<file path="config.mk">
export PLATFORM = sky130hd
export DESIGN_NAME = aux_sensor_channels
export DESIGN_NICKNAME = d
export VERILOG_FILES = /design/src/verilog/aux_sensor_channels.v
export VERILOG_INCLUDE_DIRS = /design/src /design/src/verilog
export SDC_FILE = /design/constraint.sdc
export NUM_CORES = 1
export LEC_CHECK = 0
export ABC_CLOCK_PERIOD_IN_PS = 2430
export BUFFER_PORTS_ARGS = -buffer_cell sky130_fd_sc_hd__buf_2
export CAP_MARGIN = 10
export CORE_MARGIN = 2
export CORE_UTILIZATION = 34
export CTS_BUF_LIST = sky130_fd_sc_hd__clkbuf_2
export CTS_CLUSTER_SIZE = 30
export DETAILED_ROUTE_END_ITERATION = 8
export GPL_ROUTABILITY_DRIVEN = 0
export PLACE_DENSITY = 0.54
export SLEW_MARGIN = 20
export SYNTH_ARGS = -nofsm -noshare
export SYNTH_HDL_FRONTEND = slang
export SYNTH_SLANG_ARGS = --single-unit
</file>
<file path="constraint.sdc">
create_clock -name sys_clk -period 2.43 [get_ports sys_clk]
set_input_delay 0.486 -clock sys_clk [delete_from_list [all_inputs] [get_ports sys_clk]]
set_output_delay 0.486 -clock sys_clk [all_outputs]
set_load 0.01 [all_outputs]
</file>
<file path="src/verilog/aux_channel_defines.vh">
// constants for the auxiliary sensor channel block (channels 2 and 3)
// assumes a byte-wide register port on the serial interface and a shared sensor buffer
// Behaviour
// - With channel 2 enabled and length nonzero, read its slave once per sample and store from the first slot after enabled channels 0 and 1.
// - With channel 3 enabled and length nonzero, access its slave each sample; when reading, store from the first slot after enabled channels 0, 1 and 2.
// - A disabled channel makes no periodic transfers and claims no buffer slots.
// - With swap set, both bytes of a word that are read are stored in exchanged order.
// - Under swap with grouping 0, an unpaired first byte (odd start) or an unpaired last byte (address lsb zero) is stored unswapped.
// - With swap clear, bytes go to consecutive slots in the order they were read.
// - With register-phase suppression set, the transaction sends no slave register address.
// - Grouping 0 pairs addresses 0/1, 2/3 (odd closes); grouping 1 pairs 1/2, 3/4 (even closes).
// - Channel 2's four-bit length sets its bytes per transfer and its slot count.
// - Channel 3's four-bit length sets its bytes per transfer.
// - Bit 7 of channel 3's target register selects read (1) or write (0).
// - Bits 6:0 of channel 3's target register are the slave address sent in the address phase.
// - Channel 3's start register is the slave register address where the transfer begins.
// - Channel 0 takes the lowest slots and each following enabled channel starts right after the previous ones.
`ifndef AUX_CHANNEL_DEFINES_VH
`define AUX_CHANNEL_DEFINES_VH

`define OFS_CH2_CONTROL     8'h2d
`define OFS_CH3_TARGET_ADDR 8'h2e
`define OFS_CH3_START_REG   8'h2f
`define OFS_CH3_CONTROL     8'h30

`define RST_CH2_CONTROL     8'h00
`define RST_CH3_TARGET_ADDR 8'h00
`define RST_CH3_START_REG   8'h00
`define RST_CH3_CONTROL     8'h00

`define CTL_ENABLE          7
`define CTL_BYTE_SWAP       6
`define CTL_SKIP_REG_PHASE  5
`define CTL_PAIR_GROUPING   4
`define CTL_COUNT_HI        3
`define CTL_COUNT_LO        0

`define TGT_READ_NOT_WRITE  7
`define TGT_ADDR_HI         6
`define TGT_ADDR_LO         0

`endif

</file>
<file path="src/verilog/aux_sensor_channels.v">
// channels 2 and 3 of the auxiliary sensor master: control registers, transfer
// sequencing per sample, buffer slot placement and byte swapping
// assumes a byte engine outside that runs the bus and reports each byte read
`include "aux_channel_defines.vh"

module aux_sensor_channels (
   input  wire       sys_clk,
   input  wire       rst_b,
   input  wire       clkEn,
   // serial interface register port
   input  wire [7:0] regAddr,
   input  wire       regWrite,
   input  wire       regRead,
   input  wire [7:0] regWrData,
   output reg  [7:0] regRdData,
   // settings of channels 0, 1 and the channel 2 target held elsewhere
   input  wire       ch0Enable,
   input  wire [3:0] ch0ByteCount,
   input  wire       ch1Enable,
   input  wire [3:0] ch1ByteCount,
   input  wire [6:0] ch2SlaveAddress,
   input  wire [7:0] ch2StartRegister,
   // sample period tick
   input  wire       samplePulse,
   // byte engine
   output wire       xferReq,
   input  wire       xferAck,
   output reg  [6:0] xferSlaveAddr,
   output reg        xferRead,
   output reg  [7:0] xferRegAddr,
   output reg        xferSkipReg,
   output reg  [3:0] xferLen,
   input  wire       rxValid,
   input  wire [7:0] rxData,
   input  wire       xferDone,
   output wire       busy,
   // shared sensor buffer write port
   output reg        bufWrite,
   output reg  [5:0] bufAddr,
   output reg  [7:0] bufData
);

   localparam [2:0] ST_IDLE = 3'd0;
   localparam [2:0] ST_REQ2 = 3'd1;
   localparam [2:0] ST_RUN2 = 3'd2;
   localparam [2:0] ST_REQ3 = 3'd3;
   localparam [2:0] ST_RUN3 = 3'd4;

   reg  [7:0] ch2Control;
   reg  [7:0] ch3TargetAddr;
   reg  [7:0] ch3StartReg;
   reg  [7:0] ch3Control;

   reg  [2:0] state;
   reg        curSwap;
   reg        curGrp;
   reg        curStore;
   reg  [5:0] curBase;
   reg  [7:0] curStart;
   reg  [3:0] curLen;
   reg  [3:0] byteIdx;
   reg  [7:0] heldByte;
   reg        heldValid;
   reg        heldPend;
   reg  [5:0] heldSlot;

   // slots claimed by one channel: none while disabled
   function [5:0] slotsUsed;
      input       en;
      input [3:0] len;
      begin
         slotsUsed = en ? {2'b00, len} : 6'd0;
      end
   endfunction

   // true when the byte at this register address closes a pair
   function closesPair;
      input [7:0] a;
      input       grp;
      begin
         closesPair = grp ? ~a[0] : a[0];
      end
   endfunction

   wire       ch2En   = ch2Control[`CTL_ENABLE];
   wire [3:0] ch2Len  = ch2Control[`CTL_COUNT_HI:`CTL_COUNT_LO];
   wire       ch3En   = ch3Control[`CTL_ENABLE];
   wire [3:0] ch3Len  = ch3Control[`CTL_COUNT_HI:`CTL_COUNT_LO];
   wire       ch2Go   = ch2En && (ch2Len != 4'd0);
   wire       ch3Go   = ch3En && (ch3Len != 4'd0);

   // slot bases follow channel order
   wire [5:0] ch2Base = slotsUsed(ch0Enable, ch0ByteCount)
                      + slotsUsed(ch1Enable, ch1ByteCount);
   wire [5:0] ch3Base = ch2Base + slotsUsed(ch2En, ch2Len);

   wire [7:0] rxRegAddr = curStart + {4'h0, byteIdx};
   wire       lastByte  = (byteIdx == curLen - 4'd1);
   wire [5:0] rxSlot    = curBase + {2'b00, byteIdx};

   assign xferReq = (state == ST_REQ2) || (state == ST_REQ3);
   assign busy    = (state != ST_IDLE);

   // register port
   always @(posedge sys_clk or negedge rst_b)
   begin
      if (!rst_b)
      begin
         ch2Control    <= `RST_CH2_CONTROL;
         ch3TargetAddr <= `RST_CH3_TARGET_ADDR;
         ch3StartReg   <= `RST_CH3_START_REG;
         ch3Control    <= `RST_CH3_CONTROL;
         regRdData     <= 8'h00;
      end
      else if (clkEn)
      begin
         if (regWrite)
         begin
            if (regAddr == `OFS_CH2_CONTROL)
               ch2Control <= regWrData;
            else if (regAddr == `OFS_CH3_TARGET_ADDR)
               ch3TargetAddr <= regWrData;
            else if (regAddr == `OFS_CH3_START_REG)
               ch3StartReg <= regWrData;
            else if (regAddr == `OFS_CH3_CONTROL)
               ch3Control <= regWrData;
         end
         if (regRead)
         begin
            if (regAddr == `OFS_CH2_CONTROL)
               regRdData <= ch2Control;
            else if (regAddr == `OFS_CH3_TARGET_ADDR)
               regRdData <= ch3TargetAddr;
            else if (regAddr == `OFS_CH3_START_REG)
               regRdData <= ch3StartReg;
            else if (regAddr == `OFS_CH3_CONTROL)
               regRdData <= ch3Control;
            else
               regRdData <= 8'h00;
         end
      end
   end

   // sequencing and byte placement
   always @(posedge sys_clk or negedge rst_b)
   begin
      if (!rst_b)
      begin
         state         <= ST_IDLE;
         curSwap       <= 1'b0;
         curGrp        <= 1'b0;
         curStore      <= 1'b0;
         curBase       <= 6'd0;
         curStart      <= 8'h00;
         curLen        <= 4'd0;
         byteIdx       <= 4'd0;
         heldByte      <= 8'h00;
         heldValid     <= 1'b0;
         heldPend      <= 1'b0;
         heldSlot      <= 6'd0;
         xferSlaveAddr <= 7'd0;
         xferRead      <= 1'b0;
         xferRegAddr   <= 8'h00;
         xferSkipReg   <= 1'b0;
         xferLen       <= 4'd0;
         bufWrite      <= 1'b0;
         bufAddr       <= 6'd0;
         bufData       <= 8'h00;
      end
      else if (clkEn)
      begin
         bufWrite <= 1'b0;
         if (heldPend)
         begin
            // second half of a swapped pair goes to the later slot
            bufWrite <= 1'b1;
            bufAddr  <= heldSlot;
            bufData  <= heldByte;
            heldPend <= 1'b0;
         end
         case (state)
            ST_IDLE:
            begin
               byteIdx   <= 4'd0;
               heldValid <= 1'b0;
               if (samplePulse && ch2Go)
               begin
                  state         <= ST_REQ2;
                  curSwap       <= ch2Control[`CTL_BYTE_SWAP];
                  curGrp        <= ch2Control[`CTL_PAIR_GROUPING];
                  curStore      <= 1'b1;
                  curBase       <= ch2Base;
                  curStart      <= ch2StartRegister;
                  curLen        <= ch2Len;
                  xferSlaveAddr <= ch2SlaveAddress;
                  xferRead      <= 1'b1;
                  xferRegAddr   <= ch2StartRegister;
                  xferSkipReg   <= ch2Control[`CTL_SKIP_REG_PHASE];
                  xferLen       <= ch2Len;
               end
               else if (samplePulse && ch3Go)
                  state <= ST_REQ3;
            end
            ST_REQ2, ST_REQ3:
            begin
               if (state == ST_REQ3)
               begin
                  curSwap       <= ch3Control[`CTL_BYTE_SWAP];
                  curGrp        <= ch3Control[`CTL_PAIR_GROUPING];
                  curStore      <= ch3TargetAddr[`TGT_READ_NOT_WRITE];
                  curBase       <= ch3Base;
                  curStart      <= ch3StartReg;
                  curLen        <= ch3Len;
                  xferSlaveAddr <= ch3TargetAddr[`TGT_ADDR_HI:`TGT_ADDR_LO];
                  xferRead      <= ch3TargetAddr[`TGT_READ_NOT_WRITE];
                  xferRegAddr   <= ch3StartReg;
                  xferSkipReg   <= ch3Control[`CTL_SKIP_REG_PHASE];
                  xferLen       <= ch3Len;
               end
               if (xferAck)
                  state <= (state == ST_REQ2) ? ST_RUN2 : ST_RUN3;
            end
            ST_RUN2, ST_RUN3:
            begin
               if (rxValid && curStore)
               begin
                  byteIdx <= byteIdx + 4'd1;
                  if (curSwap && !closesPair(rxRegAddr, curGrp) && !lastByte)
                  begin
                     // pair opener waits for its partner
                     heldByte  <= rxData;
                     heldSlot  <= rxSlot + 6'd1;
                     heldValid <= 1'b1;
                  end
                  else if (curSwap && heldValid)
                  begin
                     bufWrite  <= 1'b1;
                     bufAddr   <= rxSlot - 6'd1;
                     bufData   <= rxData;
                     heldPend  <= 1'b1;
                     heldValid <= 1'b0;
                  end
                  else
                  begin
                     // unpaired or unswapped byte keeps its own slot
                     bufWrite <= 1'b1;
                     bufAddr  <= rxSlot;
                     bufData  <= rxData;
                  end
               end
               if (xferDone)
               begin
                  byteIdx   <= 4'd0;
                  heldValid <= 1'b0;
                  if (state == ST_RUN2 && ch3Go)
                     state <= ST_REQ3;
                  else
                     state <= ST_IDLE;
               end
            end
            default:
               state <= ST_IDLE;
         endcase
      end
   end

endmodule // aux_sensor_channels

</file>
==> results_dict.tcl, run 1 <==
set metrics [dict create \
    routed_wl_mm 13.9 \
    layout-drive-gt1-share_pct 32.5 \
    slowest_stage "or4_4" \
    wl_per_cell_um 15.7 \
    ys_seq_area_share_pct 46.8 \
    yosysMostFrequentCell "dfrtp_1" \
    clockRootBuffer "clkbuf_2" \
    die_area_um2 17900 \
    ant_nets 0 \
    vias 4446 \
    internal-power_w 0.00216 \
    grt_max_degree 59 \
    critPathMaxStageDelay_ps 500 \
    grt_overflow 0 \
    cp_num_buf_inv 0 \
    grt_pass1_wl_mm 22.8 \
    combPwrFrac_pct 10.6 \
    fin_cells 884 \
    clk-insertion-delay-late_ps 660 \
    fill_cells 1631 \
    path_delay_family "simple AND/OR/NAND/NOR gates" \
    routed.top_layer "met4" \
    worstMarginPinSlew_ps 753 \
    async_reset_ff_share_pct 100 \
    cp.arrival_ps 2930 \
    hold_path.class "input pin to register" \
    drtIter0Drc 198 \
    synthFlopType "dfrtp_1" \
    path_cells "ha_1 > fa_2 > xor2_1 > or4_4 > nor3_2 > xnor2_1 > o221a_2" \
    numCtsBuffers 9 \
    design_area_um2 6800 \
    diodes 0 \
    power_leakage_nw 3.57 \
    start_kind "register" \
    hpwl_mm 10.5 \
    cp-end-kind "register" \
    area_growth_pct 18.9 \
    clk_pin_slew_ps 330 \
    grt.total_usage_pct 16.0 \
    seqPwrFrac_pct 61.1 \
    ys_warn_count 0 \
    ys_ff_latch 107 \
    portBuffers 103 \
    peakVddDrop_mv 0.202 \
    max_freq_ghz 0.426 \
    synth_fp_nets 614 \
    ys_top_cells_by_area "dfrtp_1 47%, mux2_2 8.1%, mux2i_1 6.0%" \
    critPathKind "register to register" \
    fp.dieH_um 134 \
    power.density_nw_per_um2 450 \
    hold_depth 3 \
    cp.required_ps 3010 \
    slew_viol_final 0 \
    htree_levels 3 \
    syn_area_um2 5720 \
    placed_cell_area_um2 6660 \
    tritoncts "yes" \
    reg2reg_slack_ps 80 \
    period_share_pct 96.6 \
    run_status "completed" \
    grt_pass1_vias 4464 \
    whs_ps 59.0 \
    setup_viol 0 \
    p_switching_w 0.000900 \
    seqCellArea_um2 2680 \
    drv_cap 0 \
    r2r_end "bufAddr[5]" \
    core_um2 16500 \
    rsz0062_at_grt "no" \
    p_clk_share_pct 28.3 \
    clock-sinks 107 \
    final_util_pct 41.1 \
    wl_met1_mm 6.28 \
    yosys-top-cells-count "107 x dfrtp_1, 62 x nand2_1, 55 x o21ai_0" \
    hold_viol 0 \
    synth_top_cell_area_share_pct 46.8 \
    swShare_pct 29.4 \
    reg2reg_depth 7 \
    io_pins 104 \
    slew_headroom_pct 49.2 \
    synth.avg_cell_area_um2 10.7 \
    cts_max_path_buffers 2 \
    synth_edf_count 0 \
    via_per_inst 5.03 \
    holdPathEnd "ch2Control[6]" \
    fin_crit_ps 2350 \
    clock_skew_ps 37.5 \
    ys_types 55 \
    route.met3.wl_um 500 \
    hold_start "regWrData[6]" \
    fin_setup_tns_ps 0 \
    initial_core_util_pct 34.6 \
    dr.pass1.iters 4 \
    post_cts_buffers 0 \
    critPathMaxFanout 2 \
    placed_cells 867 \
    synthCells 537 \
    multi_input_area_um2 2890 \
    nNetsFinal 736 \
    r2r-start "byteIdx[0]" \
    dr_wl_met2_mm 6.87 \
    rows 47 \
    die_x_um 134 \
    drc_errors 0 \
    antenna_found_initial 0 \
    synth_top_area_cell "dfrtp_1" \
]
-- cell type report --
type                       instances  share of cell area (%)
clock inverter                     7                   0.976
tap                              220                    4.05
inverter                          10                   0.552
timing repair buffer             138                    11.9
multi-input combinational        393                    42.5
clock buffer                       9                   0.663
sequential                       107                    39.4
-- metrics by stage --
stage | total power (W) | setup slack [ps]
after detailed placement | 0.00222 | -233
final | 0.00306 | 81.8
after floorplan | 0.00204 | 11.0
after CTS | 0.00310 | 5.77
after global placement | 0.00221 | -161
after global routing | 0.00321 | 3.65
-- state kept, by name, indices dropped and copies added (netlist names), 7 cells and up --
register	cells
ch3Control	8
heldByte	8
bufData	8
regRdData	8
curStart	8
ch2Control	8
xferSlaveAddr	7
ch3TargetAddr	8
ch3StartReg	8
-- per-layer routing --
| metal | vias up | global-route usage (%) |
|---|---|---|
| met5 | - | 0 |
| met4 | 0 | 5.44 |
| met3 | 18 | 2.51 |
| met2 | 95 | 27.1 |
| met1 | 2179 | 20.9 |
| li1 | 2154 | - |
-- worst register-to-register path: stages (launching register included) --
cell	delay, ps
dfrtp_1	460
ha_1	210
fa_2	350
xor2_1	180
or4_4	500
nor3_2	200
xnor2_1	110
o221a_2	260
-- kinds of logic (layout without fill, tap and decap cells) --
| group | count (synthesis) | count (layout) | share of synthesized area, % |
|---|---|---|---|
| buf+inv | 37 | 164 | 3.28 |
| mux | 79 | 79 | 15.1 |
| compound gates | 117 | 117 | 12.9 |
| flops | 107 | 107 | 46.8 |
| xor+xnor | 25 | 25 | 3.83 |
| simple gates | 153 | 153 | 13.5 |
| fa+ha+maj | 19 | 19 | 4.55 |
-- power by group through the flow --
stage               combinational [W]  sequential [W]  clock, W
floorplan                    0.000137         0.00190         0
global placement             0.000319         0.00189         0
detailed placement           0.000327         0.00189         0
CTS                          0.000330         0.00187  0.000899
global route                 0.000363         0.00188  0.000975
finish                       0.000324         0.00187  0.000865
-- placed cells by master (no fill, tap or decap), drive strengths merged, types with 7 or more instances in the layout --
cell,instances
a21oi,19
a22oi,8
a2bb2oi,9
and2,13
buf,137
clkbuf,9
dfrtp,107
ha,16
inv,16
mux2,45
mux2i,34
nand2,62
nand2b,16
nand3,7
nor2,23
nor3,8
o21ai,55
xnor2,13
xor2,12
-- how the worst max path moves through the flow --
stage / start / to / slack, ps / cells past startpoint
floorplan: byteIdx[0] / bufAddr[5] / 10 / 7
global placement: ch0ByteCount[0] / curBase[4] / -160 / 11
detailed placement: ch0Enable / curBase[3] / -230 / 11
CTS: byteIdx[0] / bufAddr[5] / 6 / 7
global route: byteIdx[0] / bufAddr[5] / 4 / 7
finish: byteIdx[0] / bufAddr[5] / 80 / 7
-- timing repair --
item | 4_1_cts | 5_1_grt
gates resized for setup | 1 | 4
hold buffers | 1 | 0
hold endpoints to repair | 26 | 0
endpoints found under the setup margin | 12 | 4
Power figures use the tool's default switching activity.
==> inputs of run 2 (changes only) <==
BUFFER_PORTS_ARGS = -buffer_cell sky130_fd_sc_hd__buf_4   (was -buffer_cell sky130_fd_sc_hd__buf_2)
SETUP_SLACK_MARGIN = 0.5   (was unset)
==> results_dict.tcl, run 2 (synthesis gave the netlist of run 1 again) <==
set metrics [dict create \
    slowest_stage "or4_4" \
    drc_errors 0 \
    area_growth_pct 38.0 \
    clock_skew_ps 22.7 \
    met1_usage_pct 20.4 \
    grt_pass1_wl_mm 24.0 \
    layout_commonest_cell "buf_4" \
    diodes 0 \
    p_switching_w 0.000883 \
    p_clk_share_pct 28.6 \
    grtUsageMet2_pct 30.8 \
    critPathMaxStageDelay_ps 500 \
    initial_core_util_pct 34.6 \
    drtIter0Drc 234 \
    io_pins 104 \
    cp.arrival_ps 2820 \
    grt_overflow 0 \
    rows 47 \
    htree_levels 3 \
    setup_viol 0 \
    core_um2 16500 \
    cts_max_path_buffers 2 \
    slew_headroom_pct 49.2 \
    critPathMaxFanout 2 \
    layout-drive-gt1-share_pct 44.1 \
    fin_crit_ps 2260 \
    numCtsBuffers 9 \
    routed_wl_mm 15.3 \
    clk_pin_slew_ps 300 \
    setup_ws_ps 168 \
    nNetsFinal 780 \
    run_status "completed" \
    period_share_pct 93.1 \
    worstMarginPinSlew_ps 753 \
    power_leakage_nw 3.89 \
    mostFrequentLayoutCells "153 x buf_4, 98 x dfrtp_1, 62 x nand2_1" \
    vias 4620 \
    clk-insertion-delay-late_ps 630 \
    clock-sinks 107 \
    critPathKind "register to register" \
    fill_cells 1584 \
    whs_ps 82.4 \
    die_area_um2 17900 \
    clockRootBuffer "clkbuf_2" \
    grt_max_degree 42 \
    seqPwrFrac_pct 58.4 \
    dr.pass1.iters 4 \
    tritoncts "yes" \
    busiest_layer "met2" \
    grt_pass1_vias 4659 \
    hold_viol 0 \
    rsz0062_at_grt "yes" \
    combPwrFrac_pct 13.0 \
    place_ws_ps -86.3 \
    slew_viol_final 0 \
    met3_usage_pct 4.19 \
    cp.required_ps 2990 \
    start_kind "register" \
    max_freq_ghz 0.442 \
    fp.dieH_um 134 \
    portBuffers 103 \
    swShare_pct 27.5 \
    internal-power_w 0.00232 \
    hold_path.class "input pin to register" \
    ant_nets 0 \
    wl_per_cell_um 16.5 \
    via_per_inst 4.98 \
    antenna_found_initial 0 \
    cp-end-kind "register" \
    power.density_nw_per_um2 407 \
    drv_cap 0 \
    die_x_um 134 \
    peakVddDrop_mv 0.257 \
    hpwl_mm 11.0 \
    grt.total_usage_pct 17.2 \
    path_cells "ha_2 > fa_2 > xor2_4 > or4_4 > nor3_2 > xnor2_1 > o221a_2" \
]
==> run 2: cell count changes in the layout (fill, tap and decap cells not counted), sizes merged <==
cell,change
buf,+31
nand2b,+1
dlygate4sd3,+11
inv,-2
clkbuf,+1
clkinvlp,+1
bufinv,+1
==> run 2: final timing paths <==
check / start / cells past startpoint / slack (ps) / end
min reg2reg: regRdData[0] / 2 / 530 / regRdData[0]
max reg2reg: byteIdx[0] / 7 / 170 / bufAddr[5]
min: regWrData[6] / 3 / 80 / ch2Control[6]
max: byteIdx[0] / 7 / 170 / bufAddr[5]
max in group asynchronous: rst_b / 3 / 1390 / ch2Control[1]
min in group asynchronous: rst_b / 2 / 340 / curGrp
==> run 2: layer usage <==
layer / part of all wire [%] / up-vias
met5: 0 / -
met4: 2.0 / 0
met3: 3.9 / 18
li1: - / 2238
met1: 41 / 2270
met2: 53 / 94
==> run 2: layout make-up <==
class | instances | area (um^2) | share of cell area (%)
multi-input cells | 394 | 3260 | 41.4
flip-flops and latches | 107 | 2690 | 34.1
repair buffers | 181 | 1500 | 19.0
well taps | 220 | 275 | 3.49
clock inverters | 7 | 82.6 | 1.05
clock buffers | 9 | 45.0 | 0.571
inverters | 10 | 37.5 | 0.476
==> run 2: worst max-delay path: cells and delay by family (launching register included) <==
family / cells / cell delay, ps
simple gates: 2 / 640
fa+ha+maj: 2 / 610
flops: 1 / 450
xor+xnor: 2 / 270
compound gates: 1 / 250
==> run 2: through the flow <==
stage,power (W),cell area [um^2],TNS [ps],utilization (%),cells
6_report,0.00321,7890,0,47.7,928
5_1_grt,0.00337,7890,0,47.7,928
4_1_cts,0.00322,7370,0,44.6,897
3_5_place_dp,0.00228,7000,-219,42.4,865
3_3_place_gp,0.00227,7000,-81.5,42.4,865
2_1_floorplan,0.00205,5840,0,-,537
==> run 2: power groups by stage <==
stage                     Combinational (W)  Clock [W]  Sequential (W)
after global routing               0.000460    0.00103         0.00188
after detailed placement           0.000379          0         0.00190
after floorplan                    0.000143          0         0.00190
final                              0.000418   0.000918         0.00187
after global placement             0.000369          0         0.00190
after CTS                          0.000388   0.000959         0.00187
==> run 2: timing repair <==
item	4_1_cts	5_1_grt
setup endpoints to repair	61	61
hold buffers	2	10
pin swaps	13	15
hold endpoints to repair	39	13
cloned	1	2
buffers inserted	13	19
resized for setup	28	51
==> inputs of run 3 (changes only) <==
GPL_TIMING_DRIVEN = 0   (was unset)
==> results_dict.tcl, run 3 (synthesis gave the netlist of run 1 again) <==
set metrics [dict create \
    run_status "completed" \
    drv_cap 0 \
    clock-sinks 107 \
    grt_max_degree 108 \
    setup_ws_ps 136 \
    layout_commonest_cell "buf_4" \
    mostFrequentLayoutCells "131 x buf_4, 101 x dfrtp_1, 59 x nand2_1" \
    start_kind "register" \
    grtUsageMet2_pct 33.0 \
    grt.total_usage_pct 18.2 \
    hold_viol 0 \
    layout-drive-gt1-share_pct 45.1 \
    drc_errors 0 \
    wl_per_cell_um 17.9 \
    max_freq_ghz 0.436 \
    cp-end-kind "register" \
    fin_crit_ps 2290 \
    portBuffers 103 \
    seqCellArea_um2 2690 \
    grt_pass1_wl_mm 25.3 \
    critPathMaxFanout 2 \
    diodes 0 \
    p_clk_share_pct 29.1 \
    multi_input_area_um2 3360 \
    fill_cells 1531 \
    power.density_nw_per_um2 403 \
    rows 47 \
    peakVddDrop_mv 0.253 \
    p_switching_w 0.000907 \
    core_um2 16500 \
    routed_wl_mm 16.5 \
    slew_headroom_pct 39.1 \
    cts_max_path_buffers 2 \
    numCtsBuffers 9 \
    place_ws_ps -213 \
    slew_viol_final 0 \
    htree_levels 3 \
    drtIter0Drc 158 \
    fin_setup_tns_ps 0 \
    clock_skew_ps 26.9 \
    antenna_found_initial 0 \
    grt_overflow 0 \
    critPathKind "register to register" \
    clk-insertion-delay-late_ps 640 \
    via_per_inst 5.04 \
    busiest_layer "met2" \
    clk_pin_slew_ps 320 \
    swShare_pct 28.2 \
    cp.required_ps 3010 \
    cp.arrival_ps 2870 \
    vias 4643 \
    worstMarginPinSlew_ps 914 \
    io_pins 104 \
    met1_usage_pct 22.1 \
    seqPwrFrac_pct 58.3 \
    period_share_pct 94.4 \
    hpwl_mm 11.2 \
    clockRootBuffer "clkbuf_2" \
    ant_nets 0 \
    hold_path.class "input pin to register" \
    fp.dieH_um 134 \
    dr.pass1.iters 4 \
    nNetsFinal 773 \
    die_x_um 134 \
    tritoncts "yes" \
    internal-power_w 0.00230 \
    setup_viol 0 \
    grt_pass1_vias 4823 \
    area_growth_pct 39.4 \
    met3_usage_pct 3.23 \
    initial_core_util_pct 34.6 \
    power_leakage_nw 3.88 \
    rsz0062_at_grt "yes" \
    combPwrFrac_pct 12.5 \
    die_area_um2 17900 \
]
-- run 3: cell count changes in the layout (fill, tap and decap cells not counted), moves of 4 or more --
cell	delta
buf_4	-22
o21ai_1	+7
o21ai_0	-7
buf_6	+7
dlygate4sd3_1	-11
mux2i_1	-4
clkbuf_1	+6
buf_2	+6
mux2i_2	+4
-- run 3: worst paths after layout --
kind	start	to	slack, ps	cells past startpoint
max	curBase[0]	bufAddr[5]	140	7
min	regWrData[6]	ch2Control[6]	50	3
max reg2reg	curBase[0]	bufAddr[5]	140	7
min reg2reg	regRdData[3]	regRdData[3]	530	2
max in group asynchronous	rst_b	ch2Control[7]	1290	2
min in group asynchronous	rst_b	heldSlot[3]	420	2
-- run 3: cell type report --
type                    instances  area share (%)
multi-input cells             393            42.1
flip-flops and latches        107            33.7
repair buffers                148            15.4
well taps                     220            3.45
plain buffers                  27            3.26
clock inverters                 7            1.02
clock buffers                   9           0.565
inverters                      10           0.471
-- run 3: power by group through the flow --
stage                     logic, W  clock network, W  registers [W]
after global routing      0.000439           0.00102        0.00188
after global placement    0.000357                 0        0.00190
final                     0.000403          0.000935        0.00187
after CTS                 0.000389          0.000961        0.00187
after floorplan           0.000143                 0        0.00190
after detailed placement  0.000365                 0        0.00190
-- run 3: routing by layer --
| layer | share of wire (%) | routed length, um |
|---|---|---|
| met4 | 1.5 | 250 |
| met2 | 53 | 8730 |
| met1 | 42 | 6960 |
| met5 | 0 | 0 |
| met3 | 3.3 | 539 |
-- run 3: critical path: stages, from the launching register on --
cell and delay [ps]:
dfrtp_1 500, ha_4 180, fa_2 380, xor2_4 170, or4_4 510, nor3_4 150
xnor2_2 90, o221a_2 250
-- run 3: what timing repair did --
item,4_1_cts,5_1_grt
hold endpoints to repair,97,0
hold buffers,1,0
buffers inserted,25,15
setup endpoints to repair,62,84
gates cloned,2,2
pin swaps,20,26
gates resized for setup,61,83
-- run 3: per-stage QoR --
stage	cell area, um^2	hold WS [ps]	cells	total power (W)	util, %
5_1_grt	7970	9.70	921	0.00334	48.2
2_1_floorplan	5840	190	537	0.00205	-
4_1_cts	7490	12.1	904	0.00322	45.3
3_5_place_dp	6900	471	860	0.00226	41.7
6_report	7970	45.2	921	0.00321	48.2
3_3_place_gp	6890	466	860	0.00225	41.7
